## src/verilog/adcsq_pkg.sv

```systemverilog
// Package for the serial converter mode sequencer: register map, field layout,
// reset values and serial-clock cycle counts.
// Assumes a single system clock domain and an APB master with 32-bit data.
`default_nettype none
package adcsq_pkg;

  // APB register byte offsets.
  localparam logic [7:0]  OFS_STATUS     = 8'h00;
  localparam logic [7:0]  OFS_RESULT     = 8'h04;
  localparam logic [7:0]  OFS_IRQ_STATUS = 8'h08;
  localparam logic [7:0]  OFS_IRQ_CLEAR  = 8'h0C;
  localparam logic [7:0]  OFS_IRQ_ENABLE = 8'h10;

  // Control byte fields, start bit in the most significant position.
  localparam int          CB_POL         = 6;
  localparam int          CB_M1          = 5;
  localparam int          CB_M0          = 4;
  localparam int          CB_EXT         = 3;

  // Event bits of the interrupt registers.
  localparam int          EV_CONV_DONE   = 0;
  localparam int          EV_CAL_DONE    = 1;
  localparam int          EV_CAL_ABORT   = 2;
  localparam int          EV_SHUTDOWN    = 3;
  localparam int          EV_W           = 4;

  // Serial-clock counts, measured from the start bit as cycle 0.
  localparam logic [5:0]  CNT_POL_BIT    = 6'd1;
  localparam logic [5:0]  CNT_CTRL_LAST  = 6'd7;
  localparam logic [5:0]  CNT_SAMPLE_SH  = 6'd6;
  localparam logic [5:0]  CNT_SAMPLE_LG  = 6'd14;
  localparam logic [5:0]  CNT_LOAD_SH    = 6'd7;
  localparam logic [5:0]  CNT_LOAD_LG    = 6'd15;
  localparam logic [5:0]  CNT_PERIOD_SH  = 6'd24;
  localparam logic [5:0]  CNT_PERIOD_LG  = 6'd32;

  // Calibration length in clock cycles.
  localparam int          CAL_CYCLES_DEF = 80000;

  // Reset values: synchroniser bits are reset_n, shutdown_n, din, cs_n, sclk.
  localparam logic [4:0]  SYNC_RST       = 5'b11010;
  localparam logic [EV_W-1:0] IRQ_EN_RST = 4'h0;

  typedef enum logic [1:0] {
    ADCSQ_IDLE  = 2'b00,
    ADCSQ_FRAME = 2'b01,
    ADCSQ_CAL   = 2'b10,
    ADCSQ_SHUTDOWN_PIN_N  = 2'b11
  } adcsq_state_t;

endpackage
`default_nettype wire

```

## src/verilog/adcsq_top.sv

```systemverilog
// Mode and sequencing logic of a serially controlled 14-bit converter,
// with an APB register port and a level interrupt.
// Assumes serial pins and reset pin are asynchronous to clk_sys and that the
// analog core presents an offset-binary code on sample_code in the clk_sys domain.
`default_nettype none
module adcsq_top
  import adcsq_pkg::*;
#(
  parameter int CAL_CYCLES = CAL_CYCLES_DEF
) (
  input  wire logic        clk_sys,
  input  wire logic        reset,
  input  wire logic        psel,
  input  wire logic        penable,
  input  wire logic        pwrite,
  input  wire logic [7:0]  paddr,
  input  wire logic [31:0] pwdata,
  output var  logic [31:0] prdata,
  output var  logic        pready,
  output var  logic        pslverr,
  output var  logic        irq,
  input  wire logic        sclk,
  input  wire logic        cs_n,
  input  wire logic        din,
  output var  logic        dout,
  output var  logic        dout_oe,
  input  wire logic        shutdown_pin_n,
  input  wire logic        reset_pin_n,
  input  wire logic [13:0] sample_code,
  output var  logic        serial_strobe_out,
  output var  logic        user_output_0,
  output var  logic        user_output_1,
  output var  logic        user_output_2,
  output var  logic        powered_down
);

  ////////////////////////////////////////////////////////////////////////////
  typedef struct packed {
    logic [4:0]      s1;
    logic [4:0]      s2;
    logic [4:0]      s3;
    adcsq_state_t    state;
    logic [5:0]      bitcnt;
    logic [7:0]      rx;
    logic [15:0]     tx;
    logic            long_acq;
    logic            bipolar;
    logic            ext_clk;
    logic            pd_pending;
    logic            sw_down;
    logic [2:0]      user_out;
    logic            strobe;
    logic            pwr_dn;
    logic            dout;
    logic            dout_oe;
    logic [16:0]     cal_cnt;
    logic [13:0]     result;
    logic [EV_W-1:0] irq_st;
    logic [EV_W-1:0] irq_en;
    logic            irq;
    logic            pready;
    logic            pslverr;
    logic [31:0]     prdata;
  } adcsq_regs_t;

  localparam logic [16:0] CAL_LAST = 17'(CAL_CYCLES - 1);

  adcsq_regs_t st;
  adcsq_regs_t next_st;

  // Decoded views of the second synchroniser stage and edge strobes.
  logic        sclk_rise;
  logic        sclk_fall;
  logic        cs_low;
  logic        din_s;
  logic        shutdown_pin_n_low;
  logic        rstpin_low;
  logic        start_bit;
  logic [13:0] coded;
  logic        apb_access;
  logic        apb_wr;

  assign sclk_rise  = st.s2[0] & ~st.s3[0];
  assign sclk_fall  = ~st.s2[0] & st.s3[0];
  assign cs_low     = ~st.s2[1];
  assign din_s      = st.s2[2];
  assign shutdown_pin_n_low   = ~st.s2[3];
  assign rstpin_low = ~st.s2[4];
  assign start_bit  = sclk_rise & cs_low & din_s & (st.state != ADCSQ_FRAME);
  // The core delivers offset binary; flipping the MSB gives two's complement.
  assign coded      = st.bipolar ? {~sample_code[13], sample_code[12:0]} : sample_code;
  assign apb_access = psel & penable & ~st.pready;
  assign apb_wr     = psel & penable & st.pready & pwrite;

  ////////////////////////////////////////////////////////////////////////////
  always_comb begin
    logic [7:0]      cbyte;
    logic [EV_W-1:0] ev;
    logic [5:0]      sample_at;
    logic [5:0]      load_at;
    logic [5:0]      period;
    cbyte     = {st.rx[6:0], din_s};
    ev        = '0;
    sample_at = st.long_acq ? CNT_SAMPLE_LG : CNT_SAMPLE_SH;
    load_at   = st.long_acq ? CNT_LOAD_LG : CNT_LOAD_SH;
    period    = st.long_acq ? CNT_PERIOD_LG : CNT_PERIOD_SH;
    next_st   = st;
    next_st.s1 = {reset_pin_n, shutdown_pin_n, din, cs_n, sclk};
    next_st.s2 = st.s1;
    next_st.s3 = st.s2;

    unique case (st.state)
      ADCSQ_IDLE: begin
        if (start_bit) begin
          next_st.state  = ADCSQ_FRAME;
          next_st.bitcnt = '0;
          next_st.rx     = 8'h01;
        end
      end
      ADCSQ_FRAME: begin
        if (!cs_low) begin
          next_st.state   = ADCSQ_IDLE;
          next_st.dout_oe = 1'b0;
          next_st.dout    = 1'b0;
        end else if (sclk_rise) begin
          next_st.bitcnt = st.bitcnt + 6'd1;
          next_st.rx     = cbyte;
          if (st.bitcnt + 6'd1 == CNT_POL_BIT) begin
            next_st.bipolar = ~din_s;
          end
          if (st.bitcnt + 6'd1 == CNT_CTRL_LAST) begin
            next_st.user_out = cbyte[2:0];
            next_st.ext_clk  = cbyte[CB_EXT];
            unique case ({cbyte[CB_M1], cbyte[CB_M0]})
              2'b00: next_st.long_acq = 1'b0;
              2'b11: next_st.long_acq = 1'b1;
              2'b10: next_st.pd_pending = 1'b1;
              2'b01: begin
                next_st.state   = ADCSQ_CAL;
                next_st.cal_cnt = '0;
                next_st.dout_oe = 1'b0;
              end
            endcase
          end
        end else if (sclk_fall) begin
          // Short mode latches at the falling edge of cycle 6; long mode overwrites at its own instant.
          if (st.bitcnt == CNT_SAMPLE_SH || st.bitcnt == sample_at) begin
            next_st.result = coded;
          end
          if (st.bitcnt == load_at) begin
            next_st.dout    = st.result[13];
            next_st.tx      = {st.result[12:0], 3'b000};
            next_st.dout_oe = 1'b1;
          end else if (st.bitcnt > load_at) begin
            next_st.dout = st.tx[15];
            next_st.tx   = {st.tx[14:0], 1'b0};
          end
          if (st.bitcnt == period - 6'd1) begin
            ev[EV_CONV_DONE] = 1'b1;
            next_st.dout_oe  = 1'b0;
            next_st.dout     = 1'b0;
            if (st.pd_pending) begin
              next_st.state      = ADCSQ_SHUTDOWN_PIN_N;
              next_st.sw_down    = 1'b1;
              next_st.pd_pending = 1'b0;
              ev[EV_SHUTDOWN]    = 1'b1;
            end else begin
              next_st.state = ADCSQ_IDLE;
            end
          end
        end
      end
      ADCSQ_CAL: begin
        next_st.cal_cnt = st.cal_cnt + 17'd1;
        if (start_bit) begin
          next_st.state    = ADCSQ_FRAME;
          next_st.bitcnt   = '0;
          next_st.rx       = 8'h01;
          ev[EV_CAL_ABORT] = 1'b1;
        end else if (st.cal_cnt == CAL_LAST) begin
          next_st.state   = ADCSQ_IDLE;
          ev[EV_CAL_DONE] = 1'b1;
        end
      end
      ADCSQ_SHUTDOWN_PIN_N: begin
        if (!shutdown_pin_n_low && !st.sw_down) begin
          next_st.state = ADCSQ_IDLE;
        end else if (!shutdown_pin_n_low && start_bit) begin
          next_st.state   = ADCSQ_FRAME;
          next_st.sw_down = 1'b0;
          next_st.bitcnt  = '0;
          next_st.rx      = 8'h01;
        end
      end
    endcase

    // The shutdown pin overrides any activity, including a calibration.
    if (shutdown_pin_n_low && st.state != ADCSQ_SHUTDOWN_PIN_N) begin
      next_st.state   = ADCSQ_SHUTDOWN_PIN_N;
      next_st.dout_oe = 1'b0;
      ev[EV_SHUTDOWN] = 1'b1;
      if (st.state == ADCSQ_CAL) begin
        ev[EV_CAL_ABORT] = 1'b1;
      end
    end

    if (rstpin_low) begin
      next_st.state      = ADCSQ_IDLE;
      next_st.user_out   = 3'b000;
      next_st.bipolar    = 1'b1;
      next_st.ext_clk    = 1'b0;
      next_st.long_acq   = 1'b0;
      next_st.pd_pending = 1'b0;
      next_st.sw_down    = 1'b0;
      next_st.dout_oe    = 1'b0;
      next_st.dout       = 1'b0;
      if (st.state == ADCSQ_CAL) begin
        ev[EV_CAL_ABORT] = 1'b1;
      end
    end

    // Internal clocking strobes low during calibration; external strobes high.
    next_st.strobe = next_st.ext_clk ? (next_st.state == ADCSQ_CAL) : (next_st.state != ADCSQ_CAL);
    next_st.pwr_dn = (next_st.state == ADCSQ_SHUTDOWN_PIN_N);

    // A write is applied at the edge where pready is sampled high.
    next_st.pready  = apb_access;
    next_st.pslverr = 1'b0;
    if (apb_access) begin
      next_st.prdata = '0;
      unique case (paddr)
        OFS_STATUS:     next_st.prdata = {24'h0000_00, st.ext_clk, st.bipolar, st.long_acq,
                                          st.pd_pending, st.sw_down, 1'b0, st.state};
        OFS_RESULT:     next_st.prdata = {18'h0_0000, st.result};
        OFS_IRQ_STATUS: next_st.prdata = {28'h000_0000, st.irq_st};
        OFS_IRQ_ENABLE: next_st.prdata = {28'h000_0000, st.irq_en};
        OFS_IRQ_CLEAR:  next_st.prdata = '0;
        default:        next_st.pslverr = 1'b1;
      endcase
    end
    if (apb_wr && paddr == OFS_IRQ_CLEAR) begin
      next_st.irq_st = st.irq_st & ~pwdata[EV_W-1:0];
    end
    if (apb_wr && paddr == OFS_IRQ_ENABLE) begin
      next_st.irq_en = pwdata[EV_W-1:0];
    end
    // Setting after clearing lets a same-cycle event survive the clear.
    next_st.irq_st = next_st.irq_st | ev;
    next_st.irq    = |(next_st.irq_st & next_st.irq_en);
  end

  always_ff @(posedge clk_sys) begin
    if (reset) begin
      st          <= '0;
      st.s1       <= SYNC_RST;
      st.s2       <= SYNC_RST;
      st.s3       <= SYNC_RST;
      st.bipolar  <= 1'b1;
      st.strobe   <= 1'b1;
      st.irq_en   <= IRQ_EN_RST;
    end else begin
      st <= next_st;
    end
  end

  assign prdata            = st.prdata;
  assign pready            = st.pready;
  assign pslverr           = st.pslverr;
  assign irq               = st.irq;
  assign dout              = st.dout;
  assign dout_oe           = st.dout_oe;
  assign serial_strobe_out = st.strobe;
  assign user_output_0     = st.user_out[0];
  assign user_output_1     = st.user_out[1];
  assign user_output_2     = st.user_out[2];
  assign powered_down      = st.pwr_dn;
endmodule
`default_nettype wire
```

## config.mk

```make
export PLATFORM = sky130hd
export DESIGN_NAME = adcsq_top
export DESIGN_NICKNAME = d
export VERILOG_FILES = /design/src/verilog/adcsq_pkg.sv /design/src/verilog/adcsq_top.sv
export SDC_FILE = /design/constraint.sdc
export NUM_CORES = 1
export LEC_CHECK = 0
export BUFFER_PORTS_ARGS = -buffer_cell sky130_fd_sc_hd__buf_2
export CORE_ASPECT_RATIO = 2
export CORE_MARGIN = 3
export CORE_UTILIZATION = 45
export CTS_BUF_LIST = sky130_fd_sc_hd__clkbuf_4
export CTS_CLUSTER_DIAMETER = 30
export CTS_CLUSTER_SIZE = 14
export DETAILED_ROUTE_END_ITERATION = 12
export PLACE_DENSITY_LB_ADDON = 0.25
export SKIP_CTS_REPAIR_TIMING = 1
export SLEW_MARGIN = 10
export SYNTH_ARGS = -nofsm -noshare
export SYNTH_HDL_FRONTEND = slang
export SYNTH_SLANG_ARGS = --single-unit
```

## constraint.sdc

```tcl
create_clock -name clk_sys -period 7.2 [get_ports clk_sys]
set_input_delay 0.72 -clock clk_sys [delete_from_list [all_inputs] [get_ports clk_sys]]
set_output_delay 0.72 -clock clk_sys [all_outputs]
set_load 0.05 [all_outputs]
```

* Yosys cells after proc, flatten, opt, wreduce, memory -nomap -nowiden
Cells that the tools add are included.
Operators by class: order comparisons 1, reductions and logical operators 36, equality and inequality tests 39, add/subtract/negate cells 3, bitwise operators 23, multiplexer cells 86
Operators with widths (count):
- $mux W14 | 7
- $mux W16 | 6
- $pmux W16 S4 | 1
- $pmux W14 S4 | 1
- $mux W2 | 21
- $mux W38 | 1
- $mux W18 | 2
- $pmux W17 S2 | 1
- $mux W1 | 32
- $mux W31 | 1
- $ne A2 B2 Y1 const B | 14
- $reduce_and A5 Y1 | 5
- $add A17 B1 Y17 const B | 1
- $eq A17 B17 Y1 const B | 1
- $mux W17 | 1
- $eq A8 B4 Y1 const B | 2
- $mux W4 | 4
- $reduce_bool A2 Y1 | 7
- $eq A2 B2 Y1 const B | 6
- $eq A6 B3 Y1 const B | 2
- $eq A6 B4 Y1 | 2
- $mux W3 | 4
- $mux W6 | 2
- $reduce_and A4 Y1 | 3
- 29 further kinds | 61
Storage, ports and cells: output and inout port bits 42, bits in registers 128, input bits 64

* Logic depth before layout (Yosys ltp)
word-level depth 14, gate-level depth with buffers 10, mapped depth without buffers 8

* Least setup slack after synthesis
No wires, ideal clock.
path type input -> register, start point input port paddr[1], end point register st (netlist bit irq), setup time 0.120 ns, arrival 2.679 ns, stages 7, path slack 4.402 ns, data required time 7.080 ns, cell sequence or4_4 -> or2_4 -> or4b_1 -> buf_2 -> mux2i_1 -> o22ai_1 -> a211o_1
Between the ends: longest elaborated chain between the ends 6, elaborated cells on any way between the ends 9, those cells by class eq/ne: 2; mux: 2; bitwise: 2; reduce/logical: 3
RTL lines:
- start, declared | RTL line adcsq_top.sv:16 | input wire logic [7:0] paddr,
- $eq A8 B4 Y1 | RTL line adcsq_top.sv:241 | if (apb_wr && paddr == OFS_IRQ_CLEAR) begin
- $logic_and A1 B1 Y1 | RTL line adcsq_top.sv:241
- $mux W4 | RTL line adcsq_top.sv:241
- $or A4 B4 Y4 | RTL line adcsq_top.sv:248 | next_st.irq_st = next_st.irq_st | ev;
- $and A4 B4 Y4 (*) | RTL line adcsq_top.sv:249 | next_st.irq = |(next_st.irq_st & next_st.irq_en);
- $reduce_or A4 Y1 (*) | RTL line adcsq_top.sv:249
- end signal, assigned | RTL line adcsq_top.sv:262 | st <= next_st;
- end, declared | RTL line adcsq_top.sv:68 | adcsq_regs_t st;
Mark *: on every way between the ends. The rest lies on a longest branch, timed or not. A chain may end at the register's enable or synchronous reset.

* Worst setup path after layout
start point register st[118] (netlist name), end point register st (netlist bit serial_strobe_out)
Between the ends: longest elaborated chain between the ends 13, elaborated cells on any way between the ends 24, those cells by class eq/ne: 2; mux: 15; bitwise: 6; reduce/logical: 1
RTL lines:
- $not A1 Y1 | RTL line adcsq_top.sv:83 | assign sclk_rise = st.s2[0] & ~st.s3[0];
- $and A1 B1 Y1 | RTL line adcsq_top.sv:83
- $and A1 B1 Y1 (3 in a row) | RTL line adcsq_top.sv:89 | assign start_bit = sclk_rise & cs_low & din_s & (st.state != ADCSQ_FRAME);
- $logic_and A1 B1 Y1 | RTL line adcsq_top.sv:188 | end else if (!shutdown_pin_n_low && start_bit) begin
- $mux W16 | RTL line adcsq_top.sv:188
- $mux W2 | RTL line adcsq_top.sv:186 | if (!shutdown_pin_n_low && !st.sw_down) begin
- $pmux W16 S4 | RTL line adcsq_top.sv:112 | unique case (st.state)
- $mux W2 | RTL line adcsq_top.sv:198 | if (shutdown_pin_n_low && st.state != ADCSQ_SHUTDOWN_PIN_N) begin
- $mux W2 | RTL line adcsq_top.sv:207 | if (rstpin_low) begin
- $ne A2 B2 Y1 or $eq A2 B2 Y1 (tied branches) | RTL line adcsq_top.sv:223 | next_st.strobe = next_st.ext_clk ? (next_st.state == ADCSQ_CAL) : (next_st.state != ADCSQ_CAL);
- $mux W1 (*) | RTL line adcsq_top.sv:223
Mark *: on every way between the ends. The rest lies on a longest branch, timed or not. The select of a mux whose other input is x is not followed.

==> out/results.md <==
| Step | Quantity | This run |
|:---|:---|:---|
| detailed routing | DRC violation count after routing | 0 |
| place | Cell count after placement | 744 |
| final layout | Combined area of the multi-input logic cells | 2592 um^2 |
| sta | Clock skew | 17.31 ps |
| pwr | Power density relative to cell area | 177.5 nW/um^2 |
| detailed routing | Avg WL per Cell | 15.40 um |
| clocking | Clock buffer depth | 2 |
| synthesis | Cell accounting for the most synthesized area | dfxtp_1 |
| floorplan | Die span in x | 80.81 um |
| synthesis | Average size of a mapped cell | 8.579 um^2 |
| pwr | Internal portion of total power | 0.7073 mW |
| sta | Transition at the pin with the smallest max-transition slack | 1062 ps |
| worst setup path | Register-to-register setup slack | 4320 ps |
| pwr | Clk pwr share | 31.8% |
| clocking | Insertion delay to the later sink of the worst-skew pair | 470 ps |
| global route | Via count of the first global-routing pass | 3858 |
| clocking | # H-tree levels | 3 |
| synthesis | Sequential element share of the synthesized area | 41.74% |
| final layout | Post-layout nets | 690 |
| sta | Setup repair after global routing missed its margin | no |
| pwr | Fraction of power spent switching nets | 25.93% |
| synthesis | Synth warn | 0 |
| sta | Clock period minus final worst setup slack | 2878 ps |
| pwr | Largest vdd supply drop | 0.1002 mV |
| flow run | Max cap viols | 0 |
| final layout | Number of fill cells | 1086 |
| worst setup path | Critical path endpoint category | flop |
| clocking | Number of sinks driven by the clock tree | 105 |
| global route | Global-route wire length before repair | 18.62 mm |
| global route | Number of antenna violations at the first check in global routing | 0 |
| pwr | Fraction of power consumed by combinational cells | 6.5% |
| worst setup path | Arrival time at the worst endpoint | 3250 ps |
| sta | Setup Total Neg Slack | 0 ps |
| synthesis | Count of cell types in the netlist | 55 |
| clocking | Num CTS Buffers | 9 |
| pwr | Net switching power figure | 0.2476 mW |
| place | Routability-driven placement congestion ratio | 0.8521 |
| global route | Maximum number of pins on one net before global-route repair | 78 |
| floorplan | Die span in y | 155.6 um |
| synthesis | Combined area of all synthesized cells | 5036 um^2 |
| place | Placed inst area | 5244 um^2 |
| final layout | Layout overhead on the synthesized area | 6.857% |
| synthesis | EDFF count, synth | 0 |
| sta | Highest Clock Rate | 347.5 MHz |
| global route | Global-route usage over all layers | 18.92% |
| synthesis | Post-synth top area share | 41.74% |
| detailed routing | Drt pass-1 iters | 4 |
| pwr | Static power due to leakage | 2.194 nW |
| sta | Number of endpoints with negative hold slack in the final report | 0 |
| floorplan | Site Rows | 54 |
| sta | Final Max Tran Viols | 0 |
| sta | Slew headroom | 29.23% |
| run status | Outcome | finished clean |
| worst setup path | Required @ worst endpoint | 7570 ps |
| final layout | Post-route cell area | 5381 um^2 |
| worst setup path | Critical path peak fanout | 10 |
| final layout | Sequential cell area in the final layout | 2102 um^2 |
| clocking | Clk pin slew, worst setup/hold paths | 160 ps |
| final layout | Final instance count without filler cells | 760 |
| final layout | Share of cells above drive strength 1 | 14.68% |
| sta | Min Hold Slack | 424.3 ps |
| final layout | Most common cell after layout, fill and taps aside | dfxtp_1 |
| clocking | TritonCTS clock tree | done |
| sta | Setup Viol. Count Final | 0 |
| sta | Tcrit/Tclk final | 39.97% |
| worst hold path | Hold Crit Class | in -> reg |
| final layout | Most used cells in the layout excluding fill and tap cells | dfxtp_1, nor2_1, buf_2 |
| place | Total half-perimeter wirelength after legalization and detailed placement | 8.683 mm |
| floorplan | Floorplan die area | 12570 um^2 |
| detailed routing | Vias per cell | 5.399 |
| global route | Overflow left after global routing | 0 |
| detailed routing | Initial drt markers | 140 |
| floorplan | I/O pin count | 106 |
| detailed routing | Vias | 4103 |
| worst setup path | Worst setup path category | reg -> reg |
| final layout | Inserted Diodes | 0 |
| floorplan | Effective utilization at floorplan | 46.01% |
| pwr | Seq pwr share | 61.6% |
| clocking | Clock root cell | clkbuf_4 |
| synthesis | Synthesized instance count | 587 |
| synthesis | Post-synth ARST share | 0% |
| place | # port buffers | 59 |
| detailed routing | Detailed Route WL | 11.70 mm |
| synthesis | Number of flip-flops and latches in the synthesized netlist | 105 |
| worst setup path | Sort of element at the start of the critical path | flop |
| synthesis | Leading cell types by total area after synthesis | dfxtp_1, mux2i_1, nor2_1, buf_4, a21oi_1 |
| synthesis | Main flop type after synthesis | dfxtp_1 |
| floorplan | Area of the core | 10950 um^2 |
| detailed routing | Antenna-violating nets left | 0 |
[cell families (layout without fill, tap and decap cells)]
| group | after synthesis | count (layout) | share of synthesized area (%) |
|---|---|---|---|
| flip-flops | 105 | 105 | 41.74 |
| XOR/XNOR | 16 | 16 | 2.783 |
| AO/OA/AOI/OAI | 113 | 113 | 14.78 |
| other | 1 | 18 | 0.07446 |
| adder cells (fa/ha/maj) | 12 | 12 | 2.932 |
| AND/OR/NAND/NOR | 224 | 224 | 21.69 |
| multiplexers | 39 | 39 | 7.826 |
| buffers and inverters | 77 | 93 | 8.174 |
[area by class of cell]
| type | instances | share of cell area, % |
|---|---|---|
| clock buffers | 9 | 1.256 |
| clock inverters | 7 | 1.302 |
| inverters | 15 | 1.046 |
| multi-input cells | 422 | 48.17 |
| flip-flops and latches | 105 | 39.06 |
| well taps | 140 | 3.255 |
| repair buffers | 62 | 5.906 |
[registers in the layout (all words and copies together) (netlist names)]
| name | flops |
|---|---|
| st | 71 |
| prdata | 14 |
| next_st | 9 |
| din_s | 1 |
| dout | 1 |
| dout_oe | 1 |
| irq | 1 |
| powered_down | 1 |
| pready | 1 |
| pslverr | 1 |
| serial_strobe_out | 1 |
| user_output_0 | 1 |
| user_output_1 | 1 |
| user_output_2 | 1 |
[critical path, cell delays in order (launching register included)]
cell,delay [ps]
dfxtp_1,360
inv_1,60
ha_1,340
nor4bb_1,550
nand3_1,190
nor4_2,650
mux2i_1,200
and2_1,190
mux2i_1,260
[cell usage after synthesis (5+ instances only)]
cell / instances
dfxtp_1: 105
nor2_1: 95
nand2_1: 38
mux2i_1: 36
buf_4: 32
a21oi_1: 29
clkbuf_1: 25
a211oi_1: 19
o21ai_0: 17
a22oi_1: 16
nand3_1: 16
inv_1: 15
xor2_1: 12
ha_1: 11
nor3_1: 11
nor2b_1: 9
o211ai_1: 8
nor4_1: 7
or2_2: 6
and3_1: 5
nand3b_1: 5
nand4_1: 5
[worst paths after layout]
kind / startpoint / end / depth (start not counted)
max: st[118] / serial_strobe_out / 8
min: cs_n / next_st[124] / 2
max reg2reg: st[118] / serial_strobe_out / 8
min reg2reg: next_st[126] / next_st[121] / 1
[routing by layer]
layer	wire length, um	vias up	track usage, %
li1	-	2076	-
met1	4588	1914	20.39
met2	6409	97	35.66
met3	460	16	3.064
met4	245	0	7.091
met5	0	-	0
[power by group through the flow]
stage | sequential (mW) | combinational [mW] | clock (mW)
finish | 0.588 | 0.0624 | 0.304
global route | 0.589 | 0.0680 | 0.336
CTS | 0.589 | 0.0626 | 0.312
detailed placement | 0.601 | 0.0623 | 0
global placement | 0.601 | 0.0623 | 0
floorplan | 0.601 | 0.0532 | 0
[metrics by stage]
step                      setup slack, ps  util, %  total power, mW
after floorplan                      4402        -           0.6540
after global placement               4160    47.91           0.6631
after detailed placement             4150    47.91           0.6631
after CTS                            4324    49.17           0.9634
after global routing                 4125    49.17           0.9936
final                                4322    49.17           0.9550
Power figures use the tool's default switching activity.
